==> config.mk <==
export PLATFORM = sky130hd
export DESIGN_NAME = fdd_override_ring_regs
export DESIGN_NICKNAME = d
export VERILOG_FILES = /design/src/rtl/fdd_override_ring_pkg.sv /design/src/rtl/fdd_override_ring_regs.sv
export SDC_FILE = /design/constraint.sdc
export NUM_CORES = 1
export LEC_CHECK = 0
export BUFFER_PORTS_ARGS = -buffer_cell sky130_fd_sc_hd__buf_2
export CAP_MARGIN = 20
export CORE_MARGIN = 2
export CORE_UTILIZATION = 60
export DETAILED_ROUTE_END_ITERATION = 8
export HOLD_SLACK_MARGIN = 0.08
export PLACE_DENSITY = 0.92
export SYNTH_ARGS = -nofsm -noshare
export SYNTH_HDL_FRONTEND = slang
export SYNTH_SLANG_ARGS = --single-unit
==> constraint.sdc <==
create_clock -name pclk -period 5 [get_ports pclk]
set_input_delay 0.75 -clock pclk [delete_from_list [all_inputs] [get_ports pclk]]
set_output_delay 0.75 -clock pclk [all_outputs]
set_load 0.05 [all_outputs]
==> src/rtl/fdd_override_ring_pkg.sv <==
/*
  Shared constants for the floppy override and ring filter register bank:
  register indices, field positions, reset values and ring timing.
  Assumes a 100 MHz pclk; byte address of a register is four times its index.
*/
package fdd_override_ring_pkg;

  // Register indices; byte address = index * 4
  localparam logic [9:0] IDX_DISK_CHANGE_OVERRIDE = 10'h0c1;
  localparam logic [9:0] IDX_FLOPPY_RATE_MIRROR = 10'h0c2;
  localparam logic [9:0] IDX_SERIAL_A_FIFO_CTL_MIRROR = 10'h0c3;
  localparam logic [9:0] IDX_SERIAL_B_FIFO_CTL_MIRROR = 10'h0c4;
  localparam logic [9:0] IDX_WRITE_PROTECT_OVERRIDE = 10'h0c5;
  localparam logic [9:0] IDX_RING_FILTER_SELECT = 10'h0c6;
  localparam logic [9:0] IDX_EVENT_STATUS = 10'h0c7;
  localparam logic [9:0] IDX_EVENT_CLEAR = 10'h0c8;
  localparam logic [9:0] IDX_EVENT_ENABLE = 10'h0c9;

  // Reset values
  localparam logic [1:0] RST_DISK_CHANGE_OVERRIDE = 2'h3;
  localparam logic [0:0] RST_WRITE_PROTECT_OVERRIDE = 1'h0;
  localparam logic [2:0] RST_RING_FILTER_SELECT = 3'h0;
  localparam logic [4:0] RST_EVENT_ENABLE = 5'h00;

  // Field widths and positions
  localparam int FORCE_CHANGE_W = 2;
  localparam int RING_CH = 3;
  localparam int EVENT_W = 5;
  localparam int EV_RING_WAKE = 0;
  localparam int EV_RING_A = 1;
  localparam int EV_RING_B = 2;
  localparam int EV_CHANGE0_CLEARED = 3;
  localparam int EV_CHANGE1_CLEARED = 4;
  localparam int RATE_RESERVED_BIT = 5;
  localparam int FIFO_RESERVED_LO = 4;
  localparam int FIFO_RESERVED_HI = 5;

  // Ring pulse-train timing
  localparam longint CLK_HZ = 100000000;
  localparam longint RING_MIN_FREQ_HZ = 15;
  localparam longint RING_TRAIN_MS = 200;
  localparam int RING_CNT_W = 25;
  // Longest edge spacing still inside a train: round down
  localparam logic [24:0] RING_GAP_CYCLES = 25'(CLK_HZ / RING_MIN_FREQ_HZ);
  // Least train length before the ring output goes low: round up
  localparam logic [24:0] RING_TRAIN_CYCLES = 25'((RING_TRAIN_MS * CLK_HZ + 999) / 1000);

endpackage

==> src/rtl/fdd_override_ring_regs.sv <==
/*
  Floppy disk-change and write-protect override registers, read-only mirrors
  of the floppy rate and serial FIFO control registers, the ring-indicator
  filter and a small event/interrupt block, all behind an APB slave.
  Assumes mirrored sources are on pclk; floppy and ring pins are asynchronous.
*/
`timescale 1ns/10ps

module fdd_override_ring_regs #(
  parameter logic [24:0] RING_GAP_CYCLES = fdd_override_ring_pkg::RING_GAP_CYCLES,
  parameter logic [24:0] RING_TRAIN_CYCLES = fdd_override_ring_pkg::RING_TRAIN_CYCLES
) (
  // Clock and reset
  input wire logic pclk,
  input wire logic presetn,
  // APB slave
  input wire logic psel,
  input wire logic penable,
  input wire logic pwrite,
  input wire logic [11:0] paddr,
  input wire logic [31:0] pwdata,
  output logic [31:0] prdata,
  output logic pready,
  output logic pslverr,
  // Floppy drive interface pins
  input wire logic step_strobe_n,
  input wire logic drive0_select_n,
  input wire logic drive1_select_n,
  input wire logic disk_change_in_n,
  input wire logic write_protect_in_n,
  input wire logic pp_write_protect_in_n,
  // Toward the floppy core
  output logic disk_changed_flag,
  output logic write_protect_core_n,
  output logic pp_write_protect_core_n,
  // Mirrored source registers
  input wire logic [7:0] floppy_rate_src,
  input wire logic [7:0] serial_a_fifo_ctl_src,
  input wire logic [7:0] serial_b_fifo_ctl_src,
  // Ring pins and ring indications
  input wire logic ring_wake_in_n,
  input wire logic ring_ind_a_n,
  input wire logic ring_ind_b_n,
  output logic ring_wake_out_n,
  output logic ring_a_out_n,
  output logic ring_b_out_n,
  // Interrupt
  output logic irq
);

  localparam int PIN_W = 9;

  // Synchronised pins
  logic [PIN_W-1:0] pin_raw;
  logic [PIN_W-1:0] sync1_reg;
  logic [PIN_W-1:0] sync2_reg;
  logic [PIN_W-1:0] pin_prev_reg;

  assign pin_raw = {ring_ind_b_n, ring_ind_a_n, ring_wake_in_n, pp_write_protect_in_n,
                    write_protect_in_n, disk_change_in_n, drive1_select_n,
                    drive0_select_n, step_strobe_n};

  // Two stages per pin; a third stage keeps the previous value for edge detection
  genvar g;
  generate
    for (g = 0; g < PIN_W; g++)
    begin : gen_sync
      always_ff @(posedge pclk or negedge presetn)
      begin
        if (!presetn)
        begin
          sync1_reg[g] <= 1'b1;
          sync2_reg[g] <= 1'b1;
          pin_prev_reg[g] <= 1'b1;
        end
        else
        begin
          sync1_reg[g] <= pin_raw[g];
          sync2_reg[g] <= sync1_reg[g];
          pin_prev_reg[g] <= sync2_reg[g];
        end
      end
    end
  endgenerate

  logic step_s_n;
  logic ds0_s_n;
  logic ds1_s_n;
  logic dskchg_s_n;
  logic wp_s_n;
  logic pp_wp_s_n;
  logic [2:0] ring_s_n;
  logic [2:0] ring_prev_n;
  logic step_fall;

  assign step_s_n = sync2_reg[0];
  assign ds0_s_n = sync2_reg[1];
  assign ds1_s_n = sync2_reg[2];
  assign dskchg_s_n = sync2_reg[3];
  assign wp_s_n = sync2_reg[4];
  assign pp_wp_s_n = sync2_reg[5];
  assign ring_s_n = sync2_reg[8:6];
  assign ring_prev_n = pin_prev_reg[8:6];
  assign step_fall = pin_prev_reg[0] & ~step_s_n;

  // APB decode
  logic [1:0] force_change_reg;
  logic [0:0] wp_force_reg;
  logic [2:0] ring_sel_reg;
  logic [4:0] ev_status_reg;
  logic [4:0] ev_enable_reg;
  logic [31:0] prdata_reg;
  logic pready_reg;
  logic pslverr_reg;
  logic [9:0] idx;
  logic aligned;
  logic setup_phase;
  logic wr_commit;
  logic hit_dco;
  logic hit_rate;
  logic hit_sa;
  logic hit_sb;
  logic hit_wp;
  logic hit_ring;
  logic hit_stat;
  logic hit_clr;
  logic hit_en;
  logic mapped;
  logic [7:0] rate_view;
  logic [7:0] sa_view;
  logic [7:0] sb_view;
  logic [7:0] rd_sel;

  assign idx = paddr[11:2];
  assign aligned = (paddr[1:0] == 2'h0);
  assign setup_phase = psel & ~penable;
  assign hit_dco = aligned & (idx == fdd_override_ring_pkg::IDX_DISK_CHANGE_OVERRIDE);
  assign hit_rate = aligned & (idx == fdd_override_ring_pkg::IDX_FLOPPY_RATE_MIRROR);
  assign hit_sa = aligned & (idx == fdd_override_ring_pkg::IDX_SERIAL_A_FIFO_CTL_MIRROR);
  assign hit_sb = aligned & (idx == fdd_override_ring_pkg::IDX_SERIAL_B_FIFO_CTL_MIRROR);
  assign hit_wp = aligned & (idx == fdd_override_ring_pkg::IDX_WRITE_PROTECT_OVERRIDE);
  assign hit_ring = aligned & (idx == fdd_override_ring_pkg::IDX_RING_FILTER_SELECT);
  assign hit_stat = aligned & (idx == fdd_override_ring_pkg::IDX_EVENT_STATUS);
  assign hit_clr = aligned & (idx == fdd_override_ring_pkg::IDX_EVENT_CLEAR);
  assign hit_en = aligned & (idx == fdd_override_ring_pkg::IDX_EVENT_ENABLE);
  assign mapped = hit_dco | hit_rate | hit_sa | hit_sb | hit_wp | hit_ring | hit_stat
                  | hit_clr | hit_en;
  // Writes land only in the access cycle that completes, and only if mapped
  assign wr_commit = psel & penable & pready_reg & pwrite & mapped;

  // Mirrors are plain views of the sources with reserved bits masked
  assign rate_view = floppy_rate_src & ~(8'h01 << fdd_override_ring_pkg::RATE_RESERVED_BIT);
  assign sa_view = {serial_a_fifo_ctl_src[7:6], 2'h0, serial_a_fifo_ctl_src[3:0]};
  assign sb_view = {serial_b_fifo_ctl_src[7:6], 2'h0, serial_b_fifo_ctl_src[3:0]};

  assign rd_sel = hit_dco ? {6'h00, force_change_reg} :
                  hit_rate ? rate_view :
                  hit_sa ? sa_view :
                  hit_sb ? sb_view :
                  hit_wp ? {7'h00, wp_force_reg} :
                  hit_ring ? {5'h00, ring_sel_reg} :
                  hit_stat ? {3'h0, ev_status_reg} :
                  hit_en ? {3'h0, ev_enable_reg} :
                  8'h00;

  // One registered ready: setup cycle, then a single access cycle
  // Read data is latched in the setup cycle, so it stands through the access cycle
  always_ff @(posedge pclk or negedge presetn)
  begin
    if (!presetn)
    begin
      pready_reg <= 1'b0;
      pslverr_reg <= 1'b0;
      prdata_reg <= 32'h00000000;
    end
    else
    begin
      pready_reg <= setup_phase;
      pslverr_reg <= setup_phase & ~mapped;
      if (setup_phase)
      begin
        prdata_reg <= pwrite ? 32'h00000000 : {24'h000000, rd_sel};
      end
    end
  end

  // Forced disk change bits
  logic [1:0] change_clr;
  logic [1:0] change_set;
  logic [1:0] force_change_next;

  // A step strobe counts once, on its synchronised falling edge
  assign change_clr[0] = step_fall & ~ds0_s_n;
  assign change_clr[1] = step_fall & ~ds1_s_n;
  assign change_set = (wr_commit & hit_dco) ? pwdata[1:0] : 2'h0;
  // Software only ORs ones in; a hardware clear loses to a same-cycle set
  assign force_change_next = (force_change_reg & ~change_clr) | change_set;

  always_ff @(posedge pclk or negedge presetn)
  begin
    if (!presetn)
    begin
      force_change_reg <= fdd_override_ring_pkg::RST_DISK_CHANGE_OVERRIDE;
      wp_force_reg <= fdd_override_ring_pkg::RST_WRITE_PROTECT_OVERRIDE;
      ring_sel_reg <= fdd_override_ring_pkg::RST_RING_FILTER_SELECT;
      ev_enable_reg <= fdd_override_ring_pkg::RST_EVENT_ENABLE;
    end
    else
    begin
      force_change_reg <= force_change_next;
      if (wr_commit & hit_wp)
      begin
        wp_force_reg <= pwdata[0:0];
      end
      if (wr_commit & hit_ring)
      begin
        ring_sel_reg <= pwdata[2:0];
      end
      if (wr_commit & hit_en)
      begin
        ev_enable_reg <= pwdata[4:0];
      end
    end
  end

  // Signals toward the floppy core, registered
  logic disk_changed_flag_next;
  logic wp_core_next;
  logic pp_wp_core_next;

  // The force terms gate with the high level of the select lines; users must
  // expect the forced indication only while that select is high
  assign disk_changed_flag_next = (ds0_s_n & force_change_reg[0]) | (ds1_s_n & force_change_reg[1])
                        | dskchg_s_n;
  assign wp_core_next = (ds0_s_n & wp_force_reg[0]) | wp_s_n;
  assign pp_wp_core_next = (ds0_s_n & wp_force_reg[0]) | pp_wp_s_n;

  always_ff @(posedge pclk or negedge presetn)
  begin
    if (!presetn)
    begin
      disk_changed_flag <= 1'b1;
      write_protect_core_n <= 1'b1;
      pp_write_protect_core_n <= 1'b1;
    end
    else
    begin
      disk_changed_flag <= disk_changed_flag_next;
      write_protect_core_n <= wp_core_next;
      pp_write_protect_core_n <= pp_wp_core_next;
    end
  end

  // Ring filter, one channel per ring pin
  // Trains are timed in both modes, so a switch to filtered mode mid-train counts it
  logic [2:0] ring_out_reg;
  logic [2:0] ring_out_next;
  logic [2:0] ring_event;

  generate
    for (g = 0; g < fdd_override_ring_pkg::RING_CH; g++)
    begin : gen_ring
      logic fall;
      logic in_train_reg;
      logic [24:0] gap_cnt_reg;
      logic [24:0] dur_cnt_reg;
      logic gap_over;
      logic qualified;

      assign fall = ring_prev_n[g] & ~ring_s_n[g];
      // Counters stop at their limits, so a long train cannot wrap them
      assign gap_over = (gap_cnt_reg >= RING_GAP_CYCLES - 25'h0000001);
      assign qualified = in_train_reg & (dur_cnt_reg >= RING_TRAIN_CYCLES);
      // Filtered: low while a qualified train runs; else follow the pin
      assign ring_out_next[g] = ring_sel_reg[g] ? ~qualified : ring_s_n[g];
      // Leading falling edge of the output is the ring indication
      assign ring_event[g] = ring_out_reg[g] & ~ring_out_next[g];

      always_ff @(posedge pclk or negedge presetn)
      begin
        if (!presetn)
        begin
          in_train_reg <= 1'b0;
          gap_cnt_reg <= 25'h0000000;
          dur_cnt_reg <= 25'h0000000;
          ring_out_reg[g] <= 1'b1;
        end
        else
        begin
          ring_out_reg[g] <= ring_out_next[g];
          if (fall)
          begin
            // Each falling edge restarts the gap window and keeps the train alive
            in_train_reg <= 1'b1;
            gap_cnt_reg <= 25'h0000000;
          end
          else if (in_train_reg & gap_over)
          begin
            in_train_reg <= 1'b0;
          end
          else if (in_train_reg)
          begin
            gap_cnt_reg <= gap_cnt_reg + 25'h0000001;
          end
          if (!in_train_reg)
          begin
            dur_cnt_reg <= 25'h0000000;
          end
          else if (dur_cnt_reg < RING_TRAIN_CYCLES)
          begin
            dur_cnt_reg <= dur_cnt_reg + 25'h0000001;
          end
        end
      end
    end
  endgenerate

  // Events: sticky status, write-one-to-clear, enable mask; set wins
  logic [4:0] ev_in;
  logic [4:0] ev_clr;
  logic [4:0] ev_status_next;

  assign ev_in[fdd_override_ring_pkg::EV_RING_WAKE] = ring_event[0];
  assign ev_in[fdd_override_ring_pkg::EV_RING_A] = ring_event[1];
  assign ev_in[fdd_override_ring_pkg::EV_RING_B] = ring_event[2];
  assign ev_in[fdd_override_ring_pkg::EV_CHANGE0_CLEARED] = change_clr[0] & force_change_reg[0];
  assign ev_in[fdd_override_ring_pkg::EV_CHANGE1_CLEARED] = change_clr[1] & force_change_reg[1];
  assign ev_clr = (wr_commit & hit_clr) ? pwdata[4:0] : 5'h00;
  assign ev_status_next = (ev_status_reg & ~ev_clr) | ev_in;
  // The interrupt follows status and enable one cycle later

  always_ff @(posedge pclk or negedge presetn)
  begin
    if (!presetn)
    begin
      ev_status_reg <= 5'h00;
      irq <= 1'b0;
    end
    else
    begin
      ev_status_reg <= ev_status_next;
      irq <= |(ev_status_reg & ev_enable_reg);
    end
  end

  assign prdata = prdata_reg;
  assign pready = pready_reg;
  assign pslverr = pslverr_reg;
  assign ring_wake_out_n = ring_out_reg[0];
  assign ring_a_out_n = ring_out_reg[1];
  assign ring_b_out_n = ring_out_reg[2];

endmodule

Word level (Yosys, flattened, before mapping). Cells that the tools add are included.

Bits in registers: 232. Bits of input ports: 82. Output and inout port bits: 41. Word-level logic and storage cells: 195.

$add $sub $neg: 6. $lt $le $gt $ge: 9. Equal/unequal tests: 15. Multiplexer cells: 35. Bitwise gates (word level): 73. Reductions and logical operators: 11.

Operators with widths (count): 2-to-1 mux 25 bit (15); adder 25 x 1 -> 25 bit (second input constant) (6); == test 10 x 8 -> 1 bit (second input constant) (9); greater-or-equal comparator 25 x 23 -> 1 bit (second input constant) (3); greater-or-equal comparator 25 bit (second input constant) (3); < comparator 25 bit (second input constant) (3); AND 1 bit (40); 2-to-1 mux 8 bit (5); 2-to-1 mux 5 bit (5); NOT 1 bit (14); OR 1 bit (12); nonzero test 2 bit (6); AND 5 bit (2); 2-to-1 mux 1 bit (9); != test 2 x 1 -> 1 bit (second input constant) (3); != test 2 bit (second input constant) (3); AND reduction 2 bit (3); NOT 5 bit (1); OR 5 bit (1); OR reduction 5 bit (1); AND 2 bit (1); logical NOT 2 bit (1); 2-to-1 mux 2 bit (1); NOT 2 bit (1); OR 2 bit (1).

Longest topological paths before layout.
Depth after elaboration: 16. Depth in mapped cells: 9.

Worst setup path before layout. Ideal clock, no wire load.

Path type: input -> register. From: input paddr[1]. To: register ev_enable_reg[0]. Setup time: 0.125 ns. Arrival: 2.652 ns. Required time: 4.875 ns. Slack: 2.223 ns. Stages: 5. Buffers on the path: 0. Cells stage by stage: or4_1 -> nor3_1 -> nand3_1 -> nor3b_2 -> mux2_2.

Word-level cells in the longest chain between the ends: 12. Elaborated cells between the ends (all ways): 20.

RTL lines: start: declaration (line fdd_override_ring_regs.sv:20) `input wire logic [11:0] paddr,`; logical NOT 2 bit * (line fdd_override_ring_regs.sv:135) `assign aligned = (paddr[1:0] == 2'h0);`; AND 1 bit, on equally long branches (line fdd_override_ring_regs.sv:137, fdd_override_ring_regs.sv:138); OR 1 bit (6 in series) (line fdd_override_ring_regs.sv:146) `assign mapped = hit_dco | hit_rate | hit_sa | hit_sb | hit_wp | hit_ring | hit_stat`; OR 1 bit (2 in series) (line fdd_override_ring_regs.sv:147) `| hit_clr | hit_en;`; AND 1 bit (line fdd_override_ring_regs.sv:149) `assign wr_commit = psel & penable & pready_reg & pwrite & mapped;`; AND 1 bit * (line fdd_override_ring_regs.sv:219) `if (wr_commit & hit_en)`; end signal: assignment (line fdd_override_ring_regs.sv:206) `ev_enable_reg <= fdd_override_ring_pkg::RST_EVENT_ENABLE;`; end signal: assignment (line fdd_override_ring_regs.sv:221) `ev_enable_reg <= pwdata[4:0];`; end: declaration (line fdd_override_ring_regs.sv:111) `logic [4:0] ev_enable_reg;`.

Every way passes the cells marked *; elsewhere a longest branch is shown, timed or not. A chain may end at the register's enable or synchronous reset.

Worst setup path in the final report.
From: register gen_ring[1].in_train_reg. To: register gen_ring[1].gap_cnt_reg[21].

Word-level cells in the longest chain between the ends: 3. Elaborated cells between the ends (all ways): 4.

RTL lines: start: declaration (line fdd_override_ring_regs.sv:264) `logic in_train_reg;`; start signal: assignment (line fdd_override_ring_regs.sv:283) `in_train_reg <= 1'b0;`; start signal: assignment (line fdd_override_ring_regs.sv:294) `in_train_reg <= 1'b1;`; start signal: assignment (line fdd_override_ring_regs.sv:299) `in_train_reg <= 1'b0;`; AND 1 bit (line fdd_override_ring_regs.sv:297) `else if (in_train_reg & gap_over)`; != test 2 bit (no line); AND reduction 2 bit (no line) *; end signal: assignment (line fdd_override_ring_regs.sv:303) `gap_cnt_reg <= gap_cnt_reg + 25'h0000001;`; end: declaration (line fdd_override_ring_regs.sv:265) `logic [24:0] gap_cnt_reg;`.

Marks and branches as above.

==> impl_table.tex <==
\begin{tabular}{lr}
\hline
Metric & Value \\
\hline
\multicolumn{2}{l}{\textbf{Clock tree}} \\
Clock-pin slew on the worst setup and hold paths & 0.07 ns \\
Clock network latency to the later pin of the worst-skew pair & 0.52 ns \\
Count of clock tree sinks & 207 \\
Hold Buf Count CTS & 0 \\
Maximum root-to-sink buffer count & 3 \\
Count of instances resized after the clock tree is built & 0 \\
Root Buffer & sky130\_fd\_sc\_hd\_\_clkbuf\_16 \\
Maximum level of the CTS H-tree & 1 \\
TritonCTS clock tree & built \\
Clock buffers created by TritonCTS & 23 \\
Setup Fix Bufs, Post-CTS & 0 \\
\multicolumn{2}{l}{\textbf{Place}} \\
Detailed-placement wirelength estimate & 16,600 um \\
Cell Count Post-Placement & 1,420 \\
Gp weighted congestion & 0.920 \\
Cell area reported after detailed placement & 11,300 um\^{}2 \\
Pre-CTS worst setup slack & 1.65 ns \\
Quantity of I/O buffers inserted on ports & 65 \\
\multicolumn{2}{l}{\textbf{Power and ir drop}} \\
Static leakage power & 5.27 nW \\
Maximum ir drop on the vdd rail & 358 uV \\
Power density relative to cell area & 343 nW/um\^{}2 \\
\multicolumn{2}{l}{\textbf{Logic synthesis}} \\
Netlist area before placement & 10,900 um\^{}2 \\
Dominant register cell in the synthesized netlist & sky130\_fd\_sc\_hd\_\_dfrtp\_1 \\
Most common cell in the synthesized netlist & sky130\_fd\_sc\_hd\_\_dfrtp\_1 \\
Number of flops mapped to enable cells by yosys & 0 \\
Unique masters post-synth & 77 \\
Average size of a mapped cell & 9.39 um\^{}2 \\
Proportion of netlist area held by the largest area contributor & 40.5\% \\
Post-synthesis register bit count & 207 \\
Gate count of the mapped netlist & 1,164 \\
Share of flip-flops with an asynchronous set or reset & 100\% \\
Number of warning messages in the yosys log & 0 \\
Cell type contributing the most total cell area after synthesis & sky130\_fd\_sc\_hd\_\_dfrtp\_1 \\
Largest cells by area after synthesis & sky130\_fd\_sc\_hd\_\_dfrtp\_1, sky130\_fd\_sc\_hd\_\_dfstp\_2, sky130\_fd\_sc\_hd\_\_o21ai\_0, sky130\_fd\_sc\_hd\_\_or3\_1, sky130\_fd\_sc\_hd\_\_a21oi\_1 \\
Leading cell types by count after synthesis & sky130\_fd\_sc\_hd\_\_dfrtp\_1, sky130\_fd\_sc\_hd\_\_nand2\_1, sky130\_fd\_sc\_hd\_\_o21ai\_0, sky130\_fd\_sc\_hd\_\_a21oi\_1, sky130\_fd\_sc\_hd\_\_nor2\_1 \\
Sequential cell area fraction in the yosys report & 47.7\% \\
\multicolumn{2}{l}{\textbf{Setup path}} \\
Critical-path maximum fanout & 24 \\
Kind of critical path & reg -> reg \\
Setup crit end kind & flop \\
Depth of the worst register-to-register path & 6 \\
Critical Path Source Type & flop \\
Reg2reg start & gen\_ring[1].in\_train\_reg\$\_DFFE\_PN0P\_ \\
Reg-to-reg setup timing slack & 1.84 ns \\
Data arrival, critical path & 3.58 ns \\
Data required time of the worst path & 5.42 ns \\
Reg2reg end & gen\_ring[1].gap\_cnt\_reg[21]\$\_DFFE\_PN0P\_ \\
\multicolumn{2}{l}{\textbf{Finish}} \\
Number of cells in the finished layout apart from fillers & 1,466 \\
Final core area utilization & 68.0\% \\
Area growth from synthesis to layout & 11.3\% \\
Share of layout cells above drive strength 1 & 14.6\% \\
Number of nets in the final layout & 1,312 \\
Filler cell count & 1,285 \\
Total non-filler cell area in the finished layout & 12,200 um\^{}2 \\
\multicolumn{2}{l}{\textbf{Floorplan}} \\
Io pins & 123 \\
Chip height & 139 um \\
Placeable core region & 17,900 um\^{}2 \\
Overall die width & 139 um \\
Effective utilization at floorplan & 61.1\% \\
Number of placement rows & 49 \\
Full die area & 19,300 um\^{}2 \\
\multicolumn{2}{l}{\textbf{GRT}} \\
Number of antenna violations at the first check in global routing & 2 \\
Gr ovfl total & 0 \\
All-Layer GR Usage & 26.1\% \\
Vias in the first global route & 8,778 \\
Maximum number of pins on one net before global-route repair & 131 \\
Global-route wire length before repair & 42,700 um \\
\multicolumn{2}{l}{\textbf{Drt}} \\
First-pass iteration count of the detailed router & 5 \\
Antenna Violating Nets Remaining & 0 \\
Overall routed net length & 25,400 um \\
Avg WL per Cell & 17.3 um \\
Count of vias placed by the detailed router & 9,305 \\
Vias/cell & 6.35 \\
First DRT Iteration DRCs & 770 \\
Post-detailed-route DRC marker count & 0 \\
\multicolumn{2}{l}{\textbf{Worst hold path}} \\
Worst hold path class & in -> async \\
\multicolumn{2}{l}{\textbf{Outcome}} \\
Outcome & finished, final reports clean \\
\multicolumn{2}{l}{\textbf{STA}} \\
Layout Skew & 0.0231 ns \\
Crit path time final & 3.16 ns \\
Final hold viol count & 0 \\
Share of the clock period used by the worst path & 63.2\% \\
Worst Tran Pin Value & 1.24 ns \\
Slack of the critical path & 1.84 ns \\
Number of setup violations in the final report & 0 \\
RSZ-0062 raised after global routing & false \\
Max\_slew headroom & 17.6\% \\
Setup TNS & 0 ns \\
Final Max Tran Viols & 0 \\
Peak clock frequency supported by timing & 316 MHz \\
\multicolumn{2}{l}{\textbf{Run}} \\
Max\_cap viols & 0 \\
\hline
\end{tabular}
==> placed cells by master (no fill, tap or decap), drive strengths merged, types with 25 or more instances in the layout <==
master,instances
nand4,33
dfrtp,177
clkbuf,27
and3,25
nor2,72
o21ai,88
buf,76
nand3,62
conb,25
nand2,88
a21oi,80
dfstp,30
and2,26
inv,38
or3,67
==> worst max path at each step <==
stage          depth (start not counted)                                       to                                  from
3_5_place_dp                           6             ev_enable_reg[4]$_DFFE_PN0P_                              paddr[1]
6_report                               6  gen_ring[1].gap_cnt_reg[21]$_DFFE_PN0P_  gen_ring[1].in_train_reg$_DFFE_PN0P_
2_1_floorplan                          5             ev_enable_reg[0]$_DFFE_PN0P_                              paddr[1]
4_1_cts                                6  gen_ring[1].gap_cnt_reg[21]$_DFFE_PN0P_  gen_ring[1].in_train_reg$_DFFE_PN0P_
3_3_place_gp                           6             ev_enable_reg[3]$_DFFE_PN0P_                              paddr[1]
5_1_grt                                6  gen_ring[1].gap_cnt_reg[21]$_DFFE_PN0P_  gen_ring[1].in_train_reg$_DFFE_PN0P_
==> metal layers <==
metal	track usage (%)	part of all wire, %	wire length, um	vias up
met5	0	0	0	-
met4	8.24	2.4	620	0
met3	4.73	7.0	1780	52
met2	43.0	48	12200	356
met1	35.5	43	10800	4532
li1	-	-	-	4365
==> per-stage QoR <==
| step | hold WS (ns) | total power [mW] |
|---|---|---|
| 6_report | 0.135 | 4.17 |
| 5_1_grt | 0.145 | 4.34 |
| 4_1_cts | 0.318 | 4.17 |
| 3_5_place_dp | 0.347 | 2.44 |
| 3_3_place_gp | 0.346 | 2.41 |
| 2_1_floorplan | 0.345 | 2.30 |
==> final cells by class <==
type	count	area, um^2	share of cell area (%)
antenna	2	5.00	0.0411
clock buffer	26	597	4.90
clock inverter	16	186	1.53
inverter	37	139	1.14
multi-input combinational	872	5300	43.5
sequential	207	5220	42.9
tap	229	287	2.35
timing repair buffer	77	444	3.65
==> power breakdown <==
| group | switching, mW | leakage (nW) | internal (mW) | total, mW |
|---|---|---|---|---|
| Sequential | 0.152 | 2.70 | 1.81 | 1.96 |
| Combinational | 0.296 | 2.20 | 0.171 | 0.467 |
| Clock | 0.713 | 0.371 | 1.03 | 1.74 |
| Total | 1.16 | 5.27 | 3.01 | 4.17 |
==> critical path: stages (launching register included) <==
cell	delay (ns)
sky130_fd_sc_hd__dfrtp_1	0.51
sky130_fd_sc_hd__inv_1	0.41
sky130_fd_sc_hd__or3_1	0.56
sky130_fd_sc_hd__inv_1	0.11
sky130_fd_sc_hd__nand3_1	0.58
sky130_fd_sc_hd__or4_1	0.71
sky130_fd_sc_hd__a21oi_1	0.18
==> logic make-up (layout without fill, tap and decap cells) <==
family | count (synthesis) | count (layout) | synth area share (%)
flops | 207 | 207 | 47.7
xor+xnor | 36 | 36 | 2.88
mux | 20 | 20 | 1.98
fa+ha+maj | 12 | 12 | 1.37
simple gates | 485 | 485 | 24.2
other cells | 1 | 27 | 0.0343
buf+inv | 109 | 156 | 4.66
compound gates | 294 | 294 | 17.1
Power figures use the tool's default switching activity.
